**config.mk**
```make
export PLATFORM = sky130hd
export DESIGN_NAME = ets_exposure_sequencer
export DESIGN_NICKNAME = d
export VERILOG_FILES = /design/src/rtl/ets_count_timer.v /design/src/rtl/ets_exposure_sequencer.v
export VERILOG_INCLUDE_DIRS = /design/src /design/src/rtl
export SDC_FILE = /design/constraint.sdc
export NUM_CORES = 1
export LEC_CHECK = 0
export ABC_AREA = 1
export BUFFER_PORTS_ARGS = -buffer_cell sky130_fd_sc_hd__clkbuf_2
export CORE_MARGIN = 5
export CORE_UTILIZATION = 56
export DETAILED_ROUTE_END_ITERATION = 6
export HOLD_SLACK_MARGIN = 0.15
export PLACE_DENSITY_LB_ADDON = 0.08
export RECOVER_POWER = 100
export SETUP_SLACK_MARGIN = 0.1
export SKIP_CTS_REPAIR_TIMING = 1
export SLEW_MARGIN = 5
export SYNTH_ARGS = -nofsm -noshare
export SYNTH_HDL_FRONTEND = slang
export SYNTH_HIERARCHICAL = 1
export SYNTH_SLANG_ARGS = --single-unit
```
**constraint.sdc**
```tcl
create_clock -name clk_sys -period 1.96 [get_ports clk_sys]
set_input_delay 0 -clock clk_sys [delete_from_list [all_inputs] [get_ports clk_sys]]
set_output_delay 0 -clock clk_sys [all_outputs]
set_load 0.1 [all_outputs]
```
**src/rtl/ets_defines.vh**
```
/*
  Register map, field positions, reset values and timing constants of the
  exposure trigger sequencer. Assumes inclusion by bare name from rtl/.
*/
`ifndef ETS_DEFINES_VH
`define ETS_DEFINES_VH

// ****************************************
// Register offsets (word addresses)
// ****************************************
`define ETS_ADDR_CTRL     4'h0
`define ETS_ADDR_FRAMES   4'h1
`define ETS_ADDR_EXPOSE   4'h2
`define ETS_ADDR_INTERVAL 4'h3
`define ETS_ADDR_READOUT  4'h4
`define ETS_ADDR_STATUS   4'h5
`define ETS_ADDR_COUNT    4'h6

// ****************************************
// Control fields
// ****************************************
`define ETS_CTRL_SRC_LO   0
`define ETS_CTRL_SRC_HI   1
`define ETS_CTRL_EDGE     2
`define ETS_CTRL_ARM      3
`define ETS_CTRL_CAPTURE  4
`define ETS_CTRL_HALT     5

// Trigger source encodings
`define ETS_SRC_NONE      2'b00
`define ETS_SRC_STANDARD  2'b01
`define ETS_SRC_PULSE     2'b10

// ****************************************
// Reset values
// ****************************************
`define ETS_RST_FRAMES    16'h0001
`define ETS_RST_EXPOSE    32'h0000_0019
`define ETS_RST_INTERVAL  32'h0000_0064
`define ETS_RST_READOUT   32'h0000_0032

`endif

```
**src/rtl/ets_count_timer.v**
```verilog
/*
  Loadable down counter with a one-cycle done pulse.
  Assumes one clock domain and an active-low asynchronous reset.
*/
`timescale 1ns/10ps

module ets_count_timer #(
  parameter WIDTH = 32
) (
  // Clock and reset
  input wire clk_sys,
  input wire rst_n,
  // Control
  input wire load,
  input wire [WIDTH-1:0] loadValue,
  input wire abort,
  // Status
  output wire busy,
  output reg done
);

  reg [WIDTH-1:0] count_reg;
  reg run_reg;

  assign busy = run_reg;

  // Counts down from the loaded value; zero load finishes after one cycle
  always @(posedge clk_sys or negedge rst_n) begin
    if (!rst_n) begin
      count_reg <= {WIDTH{1'b0}};
      run_reg <= 1'b0;
      done <= 1'b0;
    end else begin
      done <= 1'b0;
      if (abort) begin
        run_reg <= 1'b0;
      end else if (load) begin
        count_reg <= loadValue;
        run_reg <= 1'b1;
      end else if (run_reg) begin
        if (count_reg <= {{(WIDTH-1){1'b0}}, 1'b1}) begin
          run_reg <= 1'b0;
          done <= 1'b1;
        end else begin
          count_reg <= count_reg - {{(WIDTH-1){1'b0}}, 1'b1};
        end
      end
    end
  end

endmodule // ets_count_timer

```
**src/rtl/ets_exposure_sequencer.v**
```verilog
/*
  Exposure trigger sequencer: streaming, single-shot and pulse-width modes,
  plus software capture, behind a plain register port.
  Assumes trigger input synchronous-capable via the local two-flop stage,
  one 25 MHz clock and an active-low asynchronous reset.
*/
// What this block does
// - Streaming: active trigger edge starts programmed exposure, then readout.
// - Streaming: cycle then repeats on its own at the frame interval.
// - Streaming: further trigger edges ignored until host halts.
// - Single-shot: each active edge while armed starts one preset exposure then readout.
// - Single-shot: edges during readout are ignored.
// - Single-shot: after readout, return to armed and wait for a new active edge.
// - Pulse-width: exposure spans trigger active level; source sets width.
// - Pulse-width: trigger transitions during readout are ignored.
// - Exposure indicator is high during every exposure, low otherwise.
// - Source none: capture command acquires frames-per-event frames, or one frame when frames is zero.
// - Standard source with frames zero or above one selects streaming.
// - Standard source with frames exactly one selects single-shot.
// - Pulse-width source selects pulse-width mode regardless of frames.
// - Edge select picks rising or falling active edge in streaming, single-shot and pulse-width modes.
// - Readout settings change only readout length, not trigger behaviour.
`timescale 1ns/10ps
`include "ets_defines.vh"

module ets_exposure_sequencer #(
  parameter TIME_WIDTH = 32,
  parameter FRAME_WIDTH = 16
) (
  // Clock and reset
  input wire clk_sys,
  input wire rst_n,
  // Register port
  input wire [3:0] regAddr,
  input wire [31:0] regWrData,
  input wire regWrite,
  input wire regRead,
  output reg [31:0] regRdData,
  // External trigger and equipment
  input wire triggerIn,
  output reg exposureActive,
  output reg readoutActive,
  output reg frameDone
);

  // ****************************************
  // States
  // ****************************************
  localparam [4:0] ST_IDLE = 5'b00001;
  localparam [4:0] ST_ARMED = 5'b00010;
  localparam [4:0] ST_EXPOSE = 5'b00100;
  localparam [4:0] ST_READ = 5'b01000;
  localparam [4:0] ST_WAIT = 5'b10000;

  // Mode codes
  localparam [1:0] MODE_STREAM = 2'd0;
  localparam [1:0] MODE_SINGLE = 2'd1;
  localparam [1:0] MODE_PULSE = 2'd2;
  localparam [1:0] MODE_SOFT = 2'd3;

  // ****************************************
  // Registers
  // ****************************************
  reg [1:0] triggerSourceSelect_reg;
  reg triggerEdgeSelect_reg;
  reg [FRAME_WIDTH-1:0] frames_reg;
  reg [TIME_WIDTH-1:0] expose_reg;
  reg [TIME_WIDTH-1:0] interval_reg;
  reg [TIME_WIDTH-1:0] readout_reg;
  reg [4:0] state_reg;
  reg [1:0] mode_reg;
  reg [FRAME_WIDTH-1:0] frameCount_reg;
  reg [TIME_WIDTH-1:0] intervalCount_reg;
  reg syncA_reg;
  reg syncB_reg;
  reg trigPrev_reg;

  wire armCmd;
  wire captureCmd;
  wire haltCmd;
  wire trigActive;
  wire trigPrevActive;
  wire trigStart;
  wire trigStop;
  wire [1:0] modeSel;
  wire expTimerDone;
  wire readTimerDone;
  reg expLoad;
  reg readLoad;
  wire abortAll;

  // Decodes the operating mode from source and frames-per-event
  function [1:0] ets_mode;
    input [1:0] src;
    input [FRAME_WIDTH-1:0] frames;
    begin
      if (src == `ETS_SRC_PULSE)
        ets_mode = MODE_PULSE;
      else if (src == `ETS_SRC_STANDARD)
        ets_mode = (frames == {{(FRAME_WIDTH-1){1'b0}}, 1'b1}) ? MODE_SINGLE : MODE_STREAM;
      else
        ets_mode = MODE_SOFT;
    end
  endfunction

  assign armCmd = regWrite && (regAddr == `ETS_ADDR_CTRL) && regWrData[`ETS_CTRL_ARM];
  assign captureCmd = regWrite && (regAddr == `ETS_ADDR_CTRL) && regWrData[`ETS_CTRL_CAPTURE];
  assign haltCmd = regWrite && (regAddr == `ETS_ADDR_CTRL) && regWrData[`ETS_CTRL_HALT];
  assign modeSel = ets_mode(triggerSourceSelect_reg, frames_reg);
  assign abortAll = haltCmd;

  // ****************************************
  // Trigger synchroniser and edge detect
  // ****************************************
  // Two flops, then a third stage for edges
  always @(posedge clk_sys or negedge rst_n) begin
    if (!rst_n) begin
      syncA_reg <= 1'b0;
      syncB_reg <= 1'b0;
      trigPrev_reg <= 1'b0;
    end else begin
      syncA_reg <= triggerIn;
      syncB_reg <= syncA_reg;
      trigPrev_reg <= syncB_reg;
    end
  end

  // Active level follows polarity: 1 means rising edge / active high
  assign trigActive = triggerEdgeSelect_reg ? syncB_reg : ~syncB_reg;
  assign trigPrevActive = triggerEdgeSelect_reg ? trigPrev_reg : ~trigPrev_reg;
  assign trigStart = trigActive && !trigPrevActive;
  assign trigStop = !trigActive && trigPrevActive;

  // ****************************************
  // Configuration registers
  // ****************************************
  // Host writes; halt clears the armed state in the sequencer below
  always @(posedge clk_sys or negedge rst_n) begin
    if (!rst_n) begin
      triggerSourceSelect_reg <= `ETS_SRC_NONE;
      triggerEdgeSelect_reg <= 1'b0;
      frames_reg <= `ETS_RST_FRAMES;
      expose_reg <= `ETS_RST_EXPOSE;
      interval_reg <= `ETS_RST_INTERVAL;
      readout_reg <= `ETS_RST_READOUT;
    end else if (regWrite) begin
      case (regAddr)
        `ETS_ADDR_CTRL: begin
          triggerSourceSelect_reg <= regWrData[`ETS_CTRL_SRC_HI:`ETS_CTRL_SRC_LO];
          triggerEdgeSelect_reg <= regWrData[`ETS_CTRL_EDGE];
        end
        `ETS_ADDR_FRAMES: frames_reg <= regWrData[FRAME_WIDTH-1:0];
        `ETS_ADDR_EXPOSE: expose_reg <= regWrData[TIME_WIDTH-1:0];
        `ETS_ADDR_INTERVAL: interval_reg <= regWrData[TIME_WIDTH-1:0];
        `ETS_ADDR_READOUT: readout_reg <= regWrData[TIME_WIDTH-1:0];
        default: begin
        end
      endcase
    end
  end

  // ****************************************
  // Timers
  // ****************************************
  ets_count_timer #(.WIDTH(TIME_WIDTH)) expTimer (
    .clk_sys(clk_sys),
    .rst_n(rst_n),
    .load(expLoad),
    .loadValue(expose_reg),
    .abort(abortAll),
    .busy(),
    .done(expTimerDone)
  );

  ets_count_timer #(.WIDTH(TIME_WIDTH)) readTimer (
    .clk_sys(clk_sys),
    .rst_n(rst_n),
    .load(readLoad),
    .loadValue(readout_reg),
    .abort(abortAll),
    .busy(),
    .done(readTimerDone)
  );

  // ****************************************
  // Sequencer
  // ****************************************
  // Timer loads for the next state
  always @* begin
    expLoad = 1'b0;
    readLoad = 1'b0;
    case (state_reg)
      ST_IDLE: expLoad = captureCmd && (modeSel == MODE_SOFT);
      ST_ARMED: expLoad = trigStart && (mode_reg != MODE_PULSE);
      ST_EXPOSE: readLoad = (mode_reg == MODE_PULSE) ? trigStop : expTimerDone;
      // Next software frame must reload the exposure timer or it would stall
      ST_READ: expLoad = readTimerDone && (mode_reg == MODE_SOFT) &&
        (frameCount_reg > {{(FRAME_WIDTH-1){1'b0}}, 1'b1});
      ST_WAIT: expLoad = (intervalCount_reg <= {{(TIME_WIDTH-1){1'b0}}, 1'b1});
      default: expLoad = 1'b0;
    endcase
  end

  // Main state, indicator and counters
  always @(posedge clk_sys or negedge rst_n) begin
    if (!rst_n) begin
      state_reg <= ST_IDLE;
      mode_reg <= MODE_SOFT;
      frameCount_reg <= {FRAME_WIDTH{1'b0}};
      intervalCount_reg <= {TIME_WIDTH{1'b0}};
      exposureActive <= 1'b0;
      readoutActive <= 1'b0;
      frameDone <= 1'b0;
    end else begin
      frameDone <= 1'b0;
      if (haltCmd) begin
        state_reg <= ST_IDLE;
        exposureActive <= 1'b0;
        readoutActive <= 1'b0;
      end else begin
        case (state_reg)
          ST_IDLE: begin
            if (captureCmd && modeSel == MODE_SOFT) begin
              mode_reg <= MODE_SOFT;
              frameCount_reg <= frames_reg;
              state_reg <= ST_EXPOSE;
              exposureActive <= 1'b1;
            end else if (armCmd && modeSel != MODE_SOFT) begin
              mode_reg <= modeSel;
              state_reg <= ST_ARMED;
            end
          end
          ST_ARMED: begin
            if (trigStart) begin
              state_reg <= ST_EXPOSE;
              exposureActive <= 1'b1;
              intervalCount_reg <= interval_reg;
            end
          end
          ST_EXPOSE: begin
            if (intervalCount_reg != {TIME_WIDTH{1'b0}})
              intervalCount_reg <= intervalCount_reg - {{(TIME_WIDTH-1){1'b0}}, 1'b1};
            if (readLoad) begin
              state_reg <= ST_READ;
              exposureActive <= 1'b0;
              readoutActive <= 1'b1;
            end
          end
          ST_READ: begin
            if (intervalCount_reg != {TIME_WIDTH{1'b0}})
              intervalCount_reg <= intervalCount_reg - {{(TIME_WIDTH-1){1'b0}}, 1'b1};
            if (readTimerDone) begin
              readoutActive <= 1'b0;
              frameDone <= 1'b1;
              if (mode_reg == MODE_STREAM) begin
                state_reg <= ST_WAIT;
              end else if (mode_reg == MODE_SOFT) begin
                if (frameCount_reg > {{(FRAME_WIDTH-1){1'b0}}, 1'b1}) begin
                  frameCount_reg <= frameCount_reg - {{(FRAME_WIDTH-1){1'b0}}, 1'b1};
                  state_reg <= ST_EXPOSE;
                  exposureActive <= 1'b1;
                end else begin
                  state_reg <= ST_IDLE;
                end
              end else begin
                state_reg <= ST_ARMED;
              end
            end
          end
          ST_WAIT: begin
            if (expLoad) begin
              state_reg <= ST_EXPOSE;
              exposureActive <= 1'b1;
              intervalCount_reg <= interval_reg;
            end else begin
              intervalCount_reg <= intervalCount_reg - {{(TIME_WIDTH-1){1'b0}}, 1'b1};
            end
          end
          default: state_reg <= ST_IDLE;
        endcase
      end
    end
  end

  // ****************************************
  // Read port
  // ****************************************
  // Read data registered, valid the cycle after the strobe
  always @(posedge clk_sys or negedge rst_n) begin
    if (!rst_n) begin
      regRdData <= 32'h0000_0000;
    end else if (regRead) begin
      case (regAddr)
        `ETS_ADDR_CTRL: regRdData <= {29'h0000_0000, triggerEdgeSelect_reg, triggerSourceSelect_reg};
        `ETS_ADDR_FRAMES: regRdData <= {{(32-FRAME_WIDTH){1'b0}}, frames_reg};
        `ETS_ADDR_EXPOSE: regRdData <= expose_reg;
        `ETS_ADDR_INTERVAL: regRdData <= interval_reg;
        `ETS_ADDR_READOUT: regRdData <= readout_reg;
        `ETS_ADDR_STATUS: regRdData <= {23'h00_0000, mode_reg, readoutActive, exposureActive, state_reg};
        `ETS_ADDR_COUNT: regRdData <= {{(32-FRAME_WIDTH){1'b0}}, frameCount_reg};
        default: regRdData <= 32'h0000_0000;
      endcase
    end else begin
      regRdData <= 32'h0000_0000;
    end
  end

endmodule // ets_exposure_sequencer

```
* Yosys cells after proc, flatten, opt, wreduce, memory -nomap -nowiden
Cells that the tools add are included.
Word-level totals: bits in registers 276, bits in latches 0, memory bits (writable) 0, memory bits (read-only) 0, bits of input ports 41, output and inout port bits 35, logic and storage cells 180, memories 0
Cells by class: $add $sub $neg 4, multiply operators 0, divide/modulo/power cells 0, magnitude comparators 4, equality and inequality tests 37, shifts and indexed selects 0, mux-type cells 72, bitwise logic cells 3, reduce and logical (&&, ||, !) cells 37
Operator list (count):
- $mux W32 | 10
- $pmux W32 S7 | 1
- $le A32 B1 Y1 const B | 3
- $pmux W32 S3 | 1
- $sub A32 B1 Y32 const B | 3
- $mux W16 | 5
- $mux W5 | 9
- $mux W1 | 36
- $pmux W16 S2 | 1
- $reduce_bool A32 Y1 | 1
- $pmux W5 S5 | 1
- $ne A3 B3 Y1 const B | 7
- $ne A2 B2 Y1 const B | 9
- $eq A16 B1 Y1 const B | 1
- $gt A16 B1 Y1 const B | 1
- $sub A16 B1 Y16 const B | 1
- $eq A4 B3 Y1 const B | 3
- $reduce_and A3 Y1 | 4
- $logic_and A1 B1 Y1 | 11
- $reduce_and A2 Y1 | 5
- $reduce_and A9 Y1 | 1
- $eq A2 B2 Y1 const B | 4
- $eq A4 B2 Y1 const B | 2
- $mux W2 | 4
- other kinds (25) | 33

* Logic depth before layout (Yosys ltp)
Gate-level depths: netlist of the first run.
depth in word-level cells 10, depth in mapped cells 18, gate-level depth less buffers 16

* Modules after synthesis
Netlist of the first run, hierarchy kept.
By module, submodules not included:
- ets_exposure_sequencer | instances 1, cells each 1331, area an instance 10627.7 sq um, seq. area each 5221.3 sq um
- ets_count_timer | instances 2, cells each 469, area an instance 2750.1 sq um, seq. area each 850.8 sq um

* Worst setup path after synthesis of the first run
Ideal clock, no wire load.
path type reg-to-reg, start register frameCount_reg[0], end register expTimer.count_reg[10], setup time 117 ps, arrival 2046 ps, setup slack -203 ps, stages on the path, launching flop included 15, buffers on the path 3, cells stage by stage dfrtp_1 inv_1 ha_1 o21ai_0 nor2_1 nand2_1 nand3_1 nand3_1 buf_2 inv_1 buf_2 clkbuf_1 nand3_1 nand2_1 nand2_1
On the way: longest elaborated chain between the ends 5
Ends and longest elaborated chain:
- start: declaration | RTL line ets_exposure_sequencer.v:72 | reg [FRAME_WIDTH-1:0] frameCount_reg;
- start signal: assignment | RTL line ets_exposure_sequencer.v:209 | frameCount_reg <= {FRAME_WIDTH{1'b0}};
- start signal: assignment | RTL line ets_exposure_sequencer.v:225 | frameCount_reg <= frames_reg;
- start signal: assignment | RTL line ets_exposure_sequencer.v:259 | frameCount_reg <= frameCount_reg - {{(FRAME_WIDTH-1){1'b0}}, 1'b1};
- $gt A16 B1 Y1 (*) | RTL line ets_exposure_sequencer.v:198 | (frameCount_reg > {{(FRAME_WIDTH-1){1'b0}}, 1'b1});
- $logic_and A1 B1 Y1 (*) | RTL line ets_exposure_sequencer.v:197 | ST_READ: expLoad = readTimerDone && (mode_reg == MODE_SOFT) &&
- $pmux W1 S4 (*) | RTL line ets_exposure_sequencer.v:192 | case (state_reg)
- named net expLoad | RTL line ets_exposure_sequencer.v:88 | reg expLoad;
- $ne A2 B2 Y1 (no source line) / $reduce_bool A2 Y1 (equally long branches)
- $reduce_and A3 Y1 (no source line)
- end signal: assignment | RTL line ets_count_timer.v:30 | count_reg <= {WIDTH{1'b0}};
- end signal: assignment | RTL line ets_count_timer.v:38 | count_reg <= loadValue;
- end signal: assignment | RTL line ets_count_timer.v:45 | count_reg <= count_reg - {{(WIDTH-1){1'b0}}, 1'b1};
- end: declaration | RTL line ets_count_timer.v:22 | reg [WIDTH-1:0] count_reg;
Mark *: on every way through the listed nets, which the timed path passes. The rest lies on a longest branch. A chain may end at the register's enable or synchronous reset.

* Worst setup path after layout of the first run
start register frameCount_reg[1], end register expTimer.count_reg[24]
The elaborated chain is that of the path after synthesis.

==> results of run 1 <==
==> cell usage after synthesis, types with 8 or more instances <==
cell type,count
nand4_1,25
o21ai_0,194
nor2_1,315
nor2_2,22
a31oi_1,10
a221oi_1,8
xor2_1,29
a21oi_1,41
nand2_1,721
ha_1,13
clkbuf_1,43
o21ai_2,11
nand3_1,137
inv_1,219
dfrtp_1,263
dfstp_2,13
nand2_2,26
o21ai_1,30
buf_2,19
nor3_1,21
inv_2,8
==> stage by stage <==
step | util [%] | worst slack (ns) | power, mW
after floorplan | - | -0.0966 | 15.3
after global placement | 63.9 | -0.329 | 19.1
after detailed placement | 63.9 | -0.441 | 19.3
after CTS | 67.4 | -0.433 | 25.2
after global routing | 75.6 | -0.414 | 30.8
final | 75.6 | -0.317 | 29.2
==> layer usage <==
metal	up-vias	global-route usage (%)
li1	7907	-
met2	971	50.8
met5	-	0
met3	188	3.64
met4	0	8.35
met1	8159	45.1
==> tightest hold or removal path, stage by stage <==
cell and delay, ns:
clkbuf_2 0.12, nand2_2 0.08, inv_2 0.02, nand4_1 0.11
buf_4 0.14, inv_1 0.05, nor2_1 0.10, a22oi_1 0.07
==> layout make-up <==
class	count	area [µm²]	share of cell area, %
Multi-Input combinational cell	1684	8900	41.2
Sequential cell	276	6920	32.1
Timing Repair Buffer	371	3350	15.5
Inverter	230	911	4.22
Clock buffer	49	903	4.18
Tap cell	384	480	2.22
Clock inverter	9	105	0.487
Timing Repair inverter	2	22.5	0.104
Antenna cell	1	2.50	0.0116
==> final timing paths <==
kind	endpoint	slack [ns]	depth (start not counted)	startpoint
worst min register to register	syncB_reg	0.36	0	syncA_reg
worst max-delay path	expTimer/count_reg[24]	-0.32	16	frameCount_reg[1]
min in group asynchronous	interval_reg[0]	0.69	3	rst_n
worst min-delay path	mode_reg[0]	0.14	8	regWrData[4]
worst max register to register	expTimer/count_reg[24]	-0.32	16	frameCount_reg[1]
max in group asynchronous	readTimer/count_reg[17]	0.21	4	rst_n
==> report_power, final <==
group / leakage (nW) / switching, mW / internal, mW
Sequential: 3.53 / 1.57 / 7.11
Clock: 0.492 / 2.39 / 3.41
Combinational: 6.92 / 8.56 / 6.15
Total: 10.9 / 12.5 / 16.7
==> logic make-up (layout without fill, tap and decap cells) <==
family	Yosys count	after routing	synth area share, %
buf+inv	310	661	8.34
compound gates	332	332	11.6
flops	276	276	42.9
fa+ha+maj	13	13	1.01
mux	4	4	0.248
other cells	0	1	0
xor+xnor	34	34	1.85
simple gates	1300	1301	34.1
==> results.md, run 1 <==
* Outcome: complete, but fails checks
* Failing checks: negative setup slack
* LEAKAGE at 10.9 nW
* # rows at 62
* Root Buffer Master: clkbuf_16
* DR iter-0 viols at 2043
* Worst Path Max Fanout at 8
* Yosys warning count at 6
* Syn Nets at 2323
* Clock Sink Count at 276
* Largest net degree at the start of global routing at 65
* Synth Cell Area at 0.0161 mm²
* Crit-path leading delay family: simple AND/OR/NAND/NOR gates
* WP data required at 2.42 ns
* Chain of cells forming the critical path: inv_2 > ha_1 > o21ai_0 > nor2_1 > nand2_1 > nand3_2 > nand3_4 > nor2_2 > nand2_1 > nor2_1 > nand2_2 > nand2_8 > clkbuf_16 > nor2_1 > nand2_1 > nand2_1
* Clock Tree Buf Depth at 3
* Starting Density at 56.5%
* Placer Congestion at 0.996
* Worst Hold Class: input port to register
* CTS Buf Count at 31
* Sequential area share after synthesis at 42.9%
* DR vias at 17225
* Fmax at 0.439 GHz
* CP max stage delay at 0.39 ns
* Area share of the largest cell type after synthesis at 40.8%
* H-tree depth at 1
* GRT overflow at 0
* Hold_ws at 0.136 ns
* Asr flop ratio synth at 100%
* Total Wirelength at 58800 µm
* Mapped Avg Cell Area at 7.11 µm²
* Final ANT Viol Nets at 0
* Via density at 5.73
* Placed cells at 2846
* Nets at 2650
* Most frequent CP cell: nand2_1
* CTS tree: yes
* Maximum Capacitance Violations at 0
* Fillcell total at 2165
* Unrepaired setup endpoints after global routing: yes
* Metal-1 WL at 23800 µm
* Cell Area, Placed at 0.0182 mm²
* Total core area at 0.0285 mm²
* Drt first pass iters at 6
* Slew HR at 22.0%
* Synth Flop Type: dfrtp_1
* Commonest non-fill, non-tap cell in the layout: nand2_1
* Share of cells above drive strength 1 at 25.9%
* Routed length per instance at 19.5 µm
* Vias in the first global route at 15246
* CP bufs+invs at 2
* Worst-Margin Slew at 1.17 ns
* Clk_skew at 0.0247 ns
* CP Launch Type: register
* Die width at 180 µm
* Slew Viols, Final at 0
* CP Data Arrival Time at 2.74 ns
* Initial antenna violation count at 0
* Setup TNS at -20.42 ns
* Worst-Skew Late Latency at 0.57 ns
* Synth top area cells: dfrtp_1 41%, nand2_1 17%, nor2_1 7.3%
* Design area at 0.0216 mm²
* I/O pin cnt at 76
* Endpoints failing hold at 0
* Final period util at 116%
* DP HPWL at 39700 µm
* Area grow syn2layout at 33.9%
* Crit-path slowest cell: dfrtp_1
* Die height at 180 µm
* Number of synthesized flops with an enable pin at 0
* Setup CP Type: register to register
* DIE AREA at 0.0323 mm²
* Port bufs at 75
* Layout Cells excl Fill at 3006
* First-pass GRT wire length at 82700 µm
* PD cells at 1350 mW/mm²
* Most frequent cells in the layout: 648 x nand2_1, 264 x nor2_1, 262 x dfrtp_1
* Top Metal Used: met4
* Setup crit end kind: register
* DR WL met3 at 5180 µm
* Peak VDD IR at 0.833 mV
* Synth cell types at 48
* Post-layout worst setup margin at -0.317 ns
* Total GRT Usage at 31.3%
* Routed length on met2 at 27200 µm
* Synth Register Bits at 276
* Cell taking the most area after synthesis: dfrtp_1
* Final setup vio count at 124
* Reg clk slew, reported paths at 0.06 ns
* Drc violations at 0
* Min Clock Period, post-route at 2.28 ns
* Post-Syn Instances at 2269
Note: power is estimated with default switching activity, not from simulation.
==> inputs of run 2 (changes only) <==
- ABC_AREA: 1 -> 0
- CORE_UTILIZATION: 56 -> 50
- HOLD_SLACK_MARGIN: 0.15 -> not set
==> run 2 against run 1 <==
The flow finishes with violations (max-capacitance violations, max-slew violations, negative setup slack). Via count decreased by 14%. Clock-buffer cell count decreased by 4. Largest cell class unchanged. Sequential cell count unchanged. Synthesized cell count decreased by 36%. Sequential share of layout area increased by 0.41 points. Global-route usage decreased by 1.9 points. Critical path type unchanged. Utilization decreased by 1.8 points.
==> results.md, run 2 <==
* Drt first pass iters at 7
* Placer Congestion at 0.940
* First-pass GRT wire length at 77700 µm
* Layout Cells excl Fill at 2333
* Total GRT Usage at 29.4%
* Failing checks: max-capacitance violations, max-slew violations, negative setup slack
* CTS Buf Count at 31
* Maximum Capacitance Violations at 1
* Total core area at 0.0289 mm²
* Slew Viols, Final at 65
* Synth Cell Area at 0.0147 mm²
* Worst Hold Class: input port to register
* Setup slack at placement at -0.957 ns
* I/O pin cnt at 76
* Total Power at 25.2 mW
* Unrepaired setup endpoints after global routing: yes
* Setup TNS at -73.76 ns
* Share of cells above drive strength 1 at 46.1%
* Syn Nets at 1516
* DP HPWL at 37100 µm
* Worst-Skew Late Latency at 0.56 ns
* Via density at 6.35
* Area grow syn2layout at 44.8%
* Reg clk slew, reported paths at 0.06 ns
* Multi-input gate area at 0.00843 mm²
* CP Data Arrival Time at 3.24 ns
* Sequential area share after synthesis at 47.0%
* Initial antenna violation count at 0
* Die height at 182 µm
* Peak VDD IR at 0.936 mV
* Nets at 1979
* Synth cell types at 84
* LEAKAGE at 9.06 nW
* Clock Sink Count at 276
* Final period util at 143%
* Min Clock Period, post-route at 2.81 ns
* GRT overflow at 0
* Clock Tree Buf Depth at 3
* Worst-Margin Slew at 1.65 ns
* Clk_skew at 0.0184 ns
* Final ANT Viol Nets at 0
* N_diodes at 0
* Post-synth top cells: 263 x dfrtp_1, 108 x mux2_2, 107 x o21ai_0
* Port bufs at 75
* Starting Density at 51.0%
* Vias in the first global route at 13696
* Cell taking the most area after synthesis: dfrtp_1
* DR vias at 14811
* Fillcell total at 2009
* Asr flop ratio synth at 100%
* Slew HR at -10.1%
* Root Buffer Master: clkbuf_16
* Routed length per instance at 23.2 µm
* WP data required at 2.39 ns
* Final setup vio count at 163
* Synth Register Bits at 276
* Area share of the largest cell type after synthesis at 44.7%
* Yosys warning count at 6
* Setup crit end kind: register
* DIE AREA at 0.0330 mm²
* Die width at 182 µm
* CTS tree: yes
* Synth top area cells: dfrtp_1 45%, mux2_2 8.3%, o21ai_0 3.6%
* Setup CP Type: register to register
* Placed cells at 2177
* Post-Syn Instances at 1462
* Outcome: complete, but fails checks
* Number of synthesized flops with an enable pin at 0
* Post-layout worst setup margin at -0.850 ns
* H-tree depth at 1
* CP Launch Type: register
* Largest net degree at the start of global routing at 65
* PD cells at 1180 mW/mm²
* Mapped Avg Cell Area at 10.1 µm²
* Most frequent cells in the layout: 309 x buf_4, 263 x dfrtp_1, 105 x mux2_2
* Commonest non-fill, non-tap cell in the layout: buf_4
* Synth Flop Type: dfrtp_1
* Drc violations at 0
* # rows at 62
* Total Wirelength at 54200 µm
* Fmax at 0.356 GHz
* Worst Path Max Fanout at 11
* Top-count cell post-synth: dfrtp_1
* DR iter-0 viols at 1557
* Endpoints failing hold at 0
* Seq. cell area at 0.00692 mm²
[run 2: cell types whose count changed after synthesis, moves of 29 or more]
cell / delta
nand2_1: -625
nor2_1: -219
inv_1: -188
mux2_2: +108
nand3_1: -106
o21ai_0: -87
a22oi_1: +60
a21oi_1: +38
nor4_1: +33
nor3_1: +31
xor2_1: -29
[run 2: through the flow]
stage          utilization [%]  hold slack (ns)  instance area (µm²)
6_report                  73.9           0.0435                21300
4_1_cts                   66.9           -0.594                19300
3_5_place_dp              63.3         -0.00790                18300
2_1_floorplan                -           -0.296                15200
5_1_grt                   73.9           0.0461                21300
3_3_place_gp              63.3         -0.00151                18300
[run 2: logic make-up after synthesis]
logic type | count (synthesis) | synth area share, %
muxes | 138 | 10.3
and+or+nand+nor | 458 | 17.1
DFF | 276 | 47.0
buffers and inverters | 132 | 3.97
AOI/OAI and AO/OA | 445 | 20.5
adders and majority gates | 13 | 1.10
[run 2: final cells by class]
type / instances / area share, %
tap: 384 / 2.25
clock inverter: 12 / 0.587
timing repair buffer: 525 / 20.1
clock buffer: 45 / 4.31
multi-input combinational: 1056 / 39.5
sequential: 276 / 32.5
inverter: 35 / 0.710
[run 2: metal layers]
layer	vias up	global-route usage [%]	wire (µm)
li1	6564	-	-
met3	162	5.08	4780
met5	-	0	0
met4	0	7.18	1960
met2	733	45.5	25000
met1	7352	43.3	22500
[run 2: worst max-delay path, stage by stage (launching register included)]
cell,delay [ns]
dfrtp_1,0.38
or4_4,0.58
nor4_4,0.42
nand3_2,0.17
o21ai_4,0.32
o21bai_2,0.13
buf_4,0.20
a22o_1,0.24
a31oi_1,0.14
o21ai_0,0.10
[run 2: path summary, 6_finish.rpt]
| kind | start | to | slack (ns) | cells past startpoint |
|---|---|---|---|---|
| max in group asynchronous | rst_n | interval_reg[12] | 0.24 | 3 |
| worst max register to register | intervalCount_reg[19] | expTimer/count_reg[18] | -0.85 | 9 |
| worst min-delay path | regAddr[3] | regRdData[0] | 0.04 | 5 |
| min in group asynchronous | rst_n | readout_reg[26] | 0.42 | 2 |
| worst min register to register | syncA_reg | syncB_reg | 0.35 | 0 |
| worst max-delay path | intervalCount_reg[19] | expTimer/count_reg[18] | -0.85 | 9 |
[run 2: power by group]
part	internal, mW	switching, mW
registers	7.11	1.41
clock network	3.50	2.40
logic	5.38	5.43
